--- config.mk ---
export PLATFORM = sky130hd
export DESIGN_NAME = port_b_pin_function_logic
export DESIGN_NICKNAME = d
export VERILOG_FILES = /design/src/pin_sync.v /design/src/port_b_pin_function_logic.v
export VERILOG_INCLUDE_DIRS = /design/src
export SDC_FILE = /design/constraint.sdc
export NUM_CORES = 1
export LEC_CHECK = 0
export BUFFER_PORTS_ARGS = -buffer_cell sky130_fd_sc_hd__buf_2
export CAP_MARGIN = 20
export CORE_ASPECT_RATIO = 2
export CORE_MARGIN = 4
export CORE_UTILIZATION = 46
export DETAILED_ROUTE_END_ITERATION = 12
export PLACE_DENSITY = 0.78
export RECOVER_POWER = 50
export SYNTH_ARGS = -nofsm -noshare
export SYNTH_HDL_FRONTEND = slang
export SYNTH_SLANG_ARGS = --single-unit
--- constraint.sdc ---
create_clock -name CLOCK_IN -period 1.6 [get_ports CLOCK_IN]
set_clock_uncertainty 0.2 [all_clocks]
set_input_delay 0.08 -clock CLOCK_IN [delete_from_list [all_inputs] [get_ports CLOCK_IN]]
set_output_delay 0.08 -clock CLOCK_IN [all_outputs]
set_load 0.02 [all_outputs]
--- src/portb_defines.vh ---
`ifndef PORTB_DEFINES_VH
`define PORTB_DEFINES_VH
// ----------------------------------------
// Port geometry
// ----------------------------------------
`define PB_WIDTH        6
`define PB_RESET_DATA   6'h00
`define PB_RESET_DIR    6'h00
`define PB_RESET_PULL   6'h00
`define PB_RESET_INEN   6'h3F
// ----------------------------------------
// Bit positions
// ----------------------------------------
`define PB_OD_BIT       0
`define PB_PDN_BIT      3
`define PB_IRQ0_BIT     5
`define PB_IRQ1_BIT     0
`define PB_T3_BIT       5
// Pins that may carry the second timer's PWM
`define PB_T2_MASK      6'h15
// Pins with a pull-up available (bit 0 has none)
`define PB_PU_MASK      6'h3E
// ----------------------------------------
// Edge select codes
// ----------------------------------------
`define EDGE_BOTH       2'h0
`define EDGE_RISE       2'h1
`define EDGE_FALL       2'h2
`endif

--- src/pin_sync.v ---
`timescale 1ns/1ps
`default_nettype none
// ----------------------------------------
// Three-stage pin synchroniser
// ----------------------------------------
module pin_sync (
    input  wire       clk_in,
    input  wire       rstn_in,
    input  wire       pin_in,
    output reg        level_out
);
    reg s1;
    reg s2;
    reg s3;
    // Level follows only once stages two and three agree
    always @(posedge clk_in or negedge rstn_in) begin
        if (!rstn_in) begin
            s1        <= 1'b0;
            s2        <= 1'b0;
            s3        <= 1'b0;
            level_out <= 1'b0;
        end else begin
            s1 <= pin_in;
            s2 <= s1;
            s3 <= s2;
            if (s2 == s3) begin
                level_out <= s3;
            end
        end
    end
endmodule // pin_sync
`default_nettype wire

--- src/port_b_pin_function_logic.v ---
// Behaviour
// - Bits 1,2,4,5: input or push-pull, pull-up
// - Bit 3: push-pull, pull-up or pull-down
// - Bit 0: input or open-drain only
// - Bit 0 has no pull-up
// - Input enable low kills input and wake
// - Bit 0 input enable gates input, wake
// - Bit 5 is alternate interrupt line zero
// - Bit 0 is interrupt line one
// - Bit 5 may carry third timer PWM
// - Bits 0,2,4 may carry second timer PWM
`timescale 1ns/1ps
`default_nettype none
`include "portb_defines.vh"
module port_b_pin_function_logic (
    input  wire       CLOCK_IN,
    input  wire       RSTN_IN,
    input  wire [5:0] DATA_IN,
    input  wire [5:0] DIR_IN,
    input  wire [5:0] PULLUP_EN_IN,
    input  wire       PULLDOWN_EN_IN,
    input  wire [5:0] INPUT_EN_IN,
    input  wire [5:0] T2_ROUTE_IN,
    input  wire       T3_ROUTE_IN,
    input  wire       TIMER_TWO_PWM_IN,
    input  wire       TIMER_THREE_PWM_IN,
    input  wire       IRQ0_ALT_SEL_IN,
    input  wire [1:0] IRQ0_EDGE_IN,
    input  wire [1:0] IRQ1_EDGE_IN,
    input  wire [5:0] PIN_IN,
    output reg  [5:0] PIN_OUT,
    output reg  [5:0] PIN_OE_OUT,
    output reg  [5:0] PULLUP_OUT,
    output reg        PULLDOWN_OUT,
    output reg  [5:0] READ_OUT,
    output reg        WAKE_OUT,
    output reg        EXT_IRQ_ZERO_ALT_OUT,
    output reg        EXT_IRQ_ONE_OUT
);
    wire [5:0] sync_level;
    reg  [5:0] gated_prev;
    reg  [5:0] drive;
    reg  [5:0] oe;
    reg  [5:0] gated;
    reg  [5:0] pwm_sel;
    reg        next_irq0;
    reg        next_irq1;
    reg        rise0;
    reg        fall0;
    reg        rise1;
    reg        fall1;
    integer    i;

    // ----------------------------------------
    // Pin input synchronisers
    // ----------------------------------------
    genvar g;
    generate
        for (g = 0; g < `PB_WIDTH; g = g + 1) begin : g_sync
            pin_sync u_sync (
                .clk_in    (CLOCK_IN),
                .rstn_in   (RSTN_IN),
                .pin_in    (PIN_IN[g]),
                .level_out (sync_level[g])
            );
        end
    endgenerate

    // ----------------------------------------
    // Output path
    // ----------------------------------------
    always @* begin
        // PWM routes only where the pin has that alternate
        pwm_sel = T2_ROUTE_IN & `PB_T2_MASK;
        pwm_sel[`PB_T3_BIT] = T3_ROUTE_IN;
        for (i = 0; i < `PB_WIDTH; i = i + 1) begin
            drive[i] = DATA_IN[i];
            oe[i]    = DIR_IN[i];
            if (pwm_sel[i]) begin
                drive[i] = (i == `PB_T3_BIT && T3_ROUTE_IN) ?
                           TIMER_THREE_PWM_IN : TIMER_TWO_PWM_IN;
                oe[i]    = 1'b1;
            end
        end
        // Open drain: drive only low, release for high
        oe[`PB_OD_BIT]    = oe[`PB_OD_BIT] & ~drive[`PB_OD_BIT];
        drive[`PB_OD_BIT] = 1'b0;
        gated = sync_level & INPUT_EN_IN;
    end

    // ----------------------------------------
    // Edge detection for interrupts
    // ----------------------------------------
    // Disabled input reads 0, so its edges cannot fire
    always @* begin
        rise0 = gated[`PB_IRQ0_BIT] & ~gated_prev[`PB_IRQ0_BIT];
        fall0 = ~gated[`PB_IRQ0_BIT] & gated_prev[`PB_IRQ0_BIT];
        rise1 = gated[`PB_IRQ1_BIT] & ~gated_prev[`PB_IRQ1_BIT];
        fall1 = ~gated[`PB_IRQ1_BIT] & gated_prev[`PB_IRQ1_BIT];
        case (IRQ0_EDGE_IN)
            `EDGE_RISE: next_irq0 = rise0;
            `EDGE_FALL: next_irq0 = fall0;
            default:    next_irq0 = rise0 | fall0;
        endcase
        next_irq0 = next_irq0 & IRQ0_ALT_SEL_IN;
        case (IRQ1_EDGE_IN)
            `EDGE_RISE: next_irq1 = rise1;
            `EDGE_FALL: next_irq1 = fall1;
            default:    next_irq1 = rise1 | fall1;
        endcase
    end

    // ----------------------------------------
    // Registered outputs
    // ----------------------------------------
    always @(posedge CLOCK_IN or negedge RSTN_IN) begin
        if (!RSTN_IN) begin
            PIN_OUT              <= 6'h00;
            PIN_OE_OUT           <= 6'h00;
            PULLUP_OUT           <= 6'h00;
            PULLDOWN_OUT         <= 1'b0;
            READ_OUT             <= 6'h00;
            WAKE_OUT             <= 1'b0;
            EXT_IRQ_ZERO_ALT_OUT <= 1'b0;
            EXT_IRQ_ONE_OUT      <= 1'b0;
            gated_prev           <= 6'h00;
        end else begin
            PIN_OUT      <= drive;
            PIN_OE_OUT   <= oe;
            // Pull resistors only matter while the pin is an input
            PULLUP_OUT   <= PULLUP_EN_IN & ~oe & `PB_PU_MASK;
            PULLDOWN_OUT <= PULLDOWN_EN_IN & ~oe[`PB_PDN_BIT];
            READ_OUT     <= gated;
            gated_prev   <= gated;
            WAKE_OUT     <= |(gated ^ gated_prev);
            EXT_IRQ_ZERO_ALT_OUT <= next_irq0;
            EXT_IRQ_ONE_OUT      <= next_irq1;
        end
    end
endmodule // port_b_pin_function_logic
`default_nettype wire

==> results.json <==
{
  "run_status": "finished with violations",
  "violations": "hold timing",
  "core_area_um2": 3450,
  "tritoncts": "done",
  "grt_pass1_wl_um": 6240,
  "pwr-share-comb": 0.148,
  "ys.flop_type": "dfrtp_1",
  "worstReg2RegEnd": "EXT_IRQ_ZERO_ALT_OUT",
  "post_synth_num_cell_types": 24,
  "p_seq_frac": 0.545,
  "gp_congestion": 0.675,
  "min_period_over_period": 0.990,
  "clk_path_buf_depth": 2,
  "wl_um": 3850,
  "cp_max_fo": 2,
  "die-area_um2": 4770,
  "instances_no_fill": 274,
  "dr.pass1.iters": 4,
  "fmax_ghz": 0.631,
  "vias": 1237,
  "detail_route.vias_per_cell": 4.51,
  "grt_pass1_vias": 1356,
  "drv_cap": 0,
  "placedCellCount": 227,
  "nets": 280,
  "synth_area_leader_cell": "dfrtp_1",
  "drtAntennaViolNets": 0,
  "synthCells": 111,
  "antenna_found_initial": 0,
  "rsz0062_at_grt": "no",
  "hp-class": "input pin to flop",
  "arrival_ps": 1560,
  "port_buffers": 68,
  "r2r_slack_ps": 90,
  "place_area_um2": 2100,
  "synth-async-reset-ratio": 1.00,
  "worst_slack_ps": 15.6,
  "hold_buffers": 41,
  "whs_ps": -134,
  "p_int_mw": 1.93,
  "synth_edf_count": 0,
  "cts_sinks": 50,
  "endpoint_kind": "flop",
  "r2r_start": "g_sync[5].u_sync.level_out",
  "post_cts_buffers": 0,
  "ctsResizeCount": 0,
  "globalRoute.totalOverflow": 0,
  "num-fill-cells": 251,
  "whs_path_depth": 3,
  "ff2ff_path_depth": 5,
  "yosysMostFrequentCell": "dfrtp_1",
  "htree_levels": 2,
  "wl_per_cell_um": 14.1,
  "relSlewSlack": 0.579,
  "ios": 75,
  "hold_path_end": "PULLUP_OUT[5]",
  "fin_crit_ps": 1580,
  "antenna_cells": 0,
  "cts_root_buf": "clkbuf_8",
  "p_sw_uw": 600,
  "hp-start": "T3_ROUTE_IN",
  "worstMarginPinSlew_ps": 631,
  "drcViolationCount": 0,
  "hpwlAfterDp_um": 2530,
  "initial_core_util": 0.489,
  "clk-insertion-delay-late_ps": 290,
  "placementRows": 30,
  "cts_made_buffers": 5,
  "drive_gt1_frac": 0.363,
  "switching_share": 0.237,
  "setup.worst_path.start_class": "input pin",
  "clkTransAtPathRegs_ps": 80,
  "slew_violations": 0,
  "area_delta_synth_final_pct": 52.9,
  "drt-initial-drc-count": 17,
  "yosysWarnings": 0,
  "final_util": 0.749,
  "synth-seq-cells": 50,
  "cellLeakagePower_nw": 1.33,
  "synth_commonest_cells": "dfrtp_1, inv_1, ha_1, maj3_1, nand2_1",
  "ys_seq_area_frac": 0.740,
  "cp.required_ps": 1570,
  "place_ws_ps": 99.2,
  "setup_tns_ps": 0,
  "grt_max_degree": 51,
  "netlist_area_um2": 1690,
  "synth_top_area_frac": 0.740,
  "gr-usage-all-layers": 0.180,
  "power.total_mw": 2.53,
  "max-vdd-ir-drop_uv": 835,
  "dieWidth_um": 50.9,
  "synth.area.top_cells": "dfrtp_1, ha_1, maj3_1",
  "setup_violations": 0,
  "worst-setup-path-type": "input pin to flop",
  "die_h_um": 93.7,
  "finalInstanceArea_um2": 2580,
  "syn_avg_cell_area_um2": 15.2,
  "power_density_nw_per_um2": 979,
  "finalHoldViolations": 1,
  "clkPwrFrac": 0.307
}
state kept, by name, indices dropped and copies added, names as in the netlist, 5 cells and up:
name                     flops
g_sync.u_sync.level_out      6
gated_prev                   6
PIN_OE_OUT                   6
PULLUP_OUT                   5
g_sync.u_sync.s1             6
PIN_OUT                      5
g_sync.u_sync.s3             6
g_sync.u_sync.s2             6
power groups by stage:
| stage | logic [mW] | registers (mW) | clock network (mW) |
|---|---|---|---|
| after global routing | 0.410 | 1.39 | 0.853 |
| after global placement | 0.285 | 1.40 | 0 |
| after floorplan | 0.0941 | 1.46 | 0 |
| after detailed placement | 0.302 | 1.40 | 0 |
| after CTS | 0.382 | 1.38 | 0.803 |
| final | 0.375 | 1.38 | 0.777 |
cells in the final DEF (no fill, tap or decap), drive strengths merged:
cell type	netlist	final
nand2	5	5
clkinv	0	1
or2	3	3
and3	1	1
o22a	1	1
dlygate4sd3	0	40
a21oi	1	1
o211a	1	1
conb	1	2
nor2	3	3
and2	2	2
nor2b	3	3
clkbuf	0	10
nand4	1	1
maj3	6	6
mux2	3	3
a221oi	1	1
nand2b	1	1
a221o	1	1
buf	2	65
dfrtp	50	50
inv	14	14
ha	8	8
mux2i	1	1
xnor2	1	1
a222oi	1	1
final cells by class:
class | count | area, um^2 | area share
Clock buffer | 7 | 96.3 | 0.0373
Clock inverter | 1 | 8.76 | 0.00339
Inverter | 14 | 52.6 | 0.0203
Multi-Input combinational cell | 46 | 375 | 0.145
Sequential cell | 50 | 1250 | 0.484
Tap cell | 48 | 60.1 | 0.0232
Timing Repair Buffer | 108 | 741 | 0.287
per-layer routing:
metal	track usage	wire length [um]	vias to the layer above
li1	-	-	577
met1	0.182	1240	599
met2	0.343	2290	54
met3	0.0509	271	7
met4	0.0539	47	0
met5	0	0	-
worst max-delay path, cell delays in order:
cell	delay, ps
buf_2	90
dlygate4sd3_1	540
or2_2	280
dlygate4sd3_1	560
worst max path at each step:
stage                                from                   end  slack [ps]  cells after the start
5_1_grt                         DIR_IN[5]         PIN_OE_OUT[5]           5                      4
2_1_floorplan               gated_prev[5]  EXT_IRQ_ZERO_ALT_OUT         130                      3
6_report                        DIR_IN[5]         PIN_OE_OUT[5]          20                      4
4_1_cts                    T2_ROUTE_IN[4]            PIN_OUT[4]          30                      4
3_5_place_dp   g_sync[5].u_sync.level_out  EXT_IRQ_ZERO_ALT_OUT         100                      5
3_3_place_gp   g_sync[5].u_sync.level_out  EXT_IRQ_ZERO_ALT_OUT         180                      5
cells by family (layout without fill, tap and decap cells):
group | Yosys count | in the layout | share of synthesized area
AOI/OAI and AO/OA | 6 | 6 | 0.0318
xor gates and xnor gates | 1 | 1 | 0.00518
adders and majority gates | 14 | 14 | 0.0947
buffers and inverters | 16 | 130 | 0.0400
DFF | 50 | 50 | 0.740
muxes | 4 | 4 | 0.0259
other | 1 | 2 | 0.00222
and+or+nand+nor | 19 | 19 | 0.0600
No activity file was read; power rests on OpenSTA's default activity.
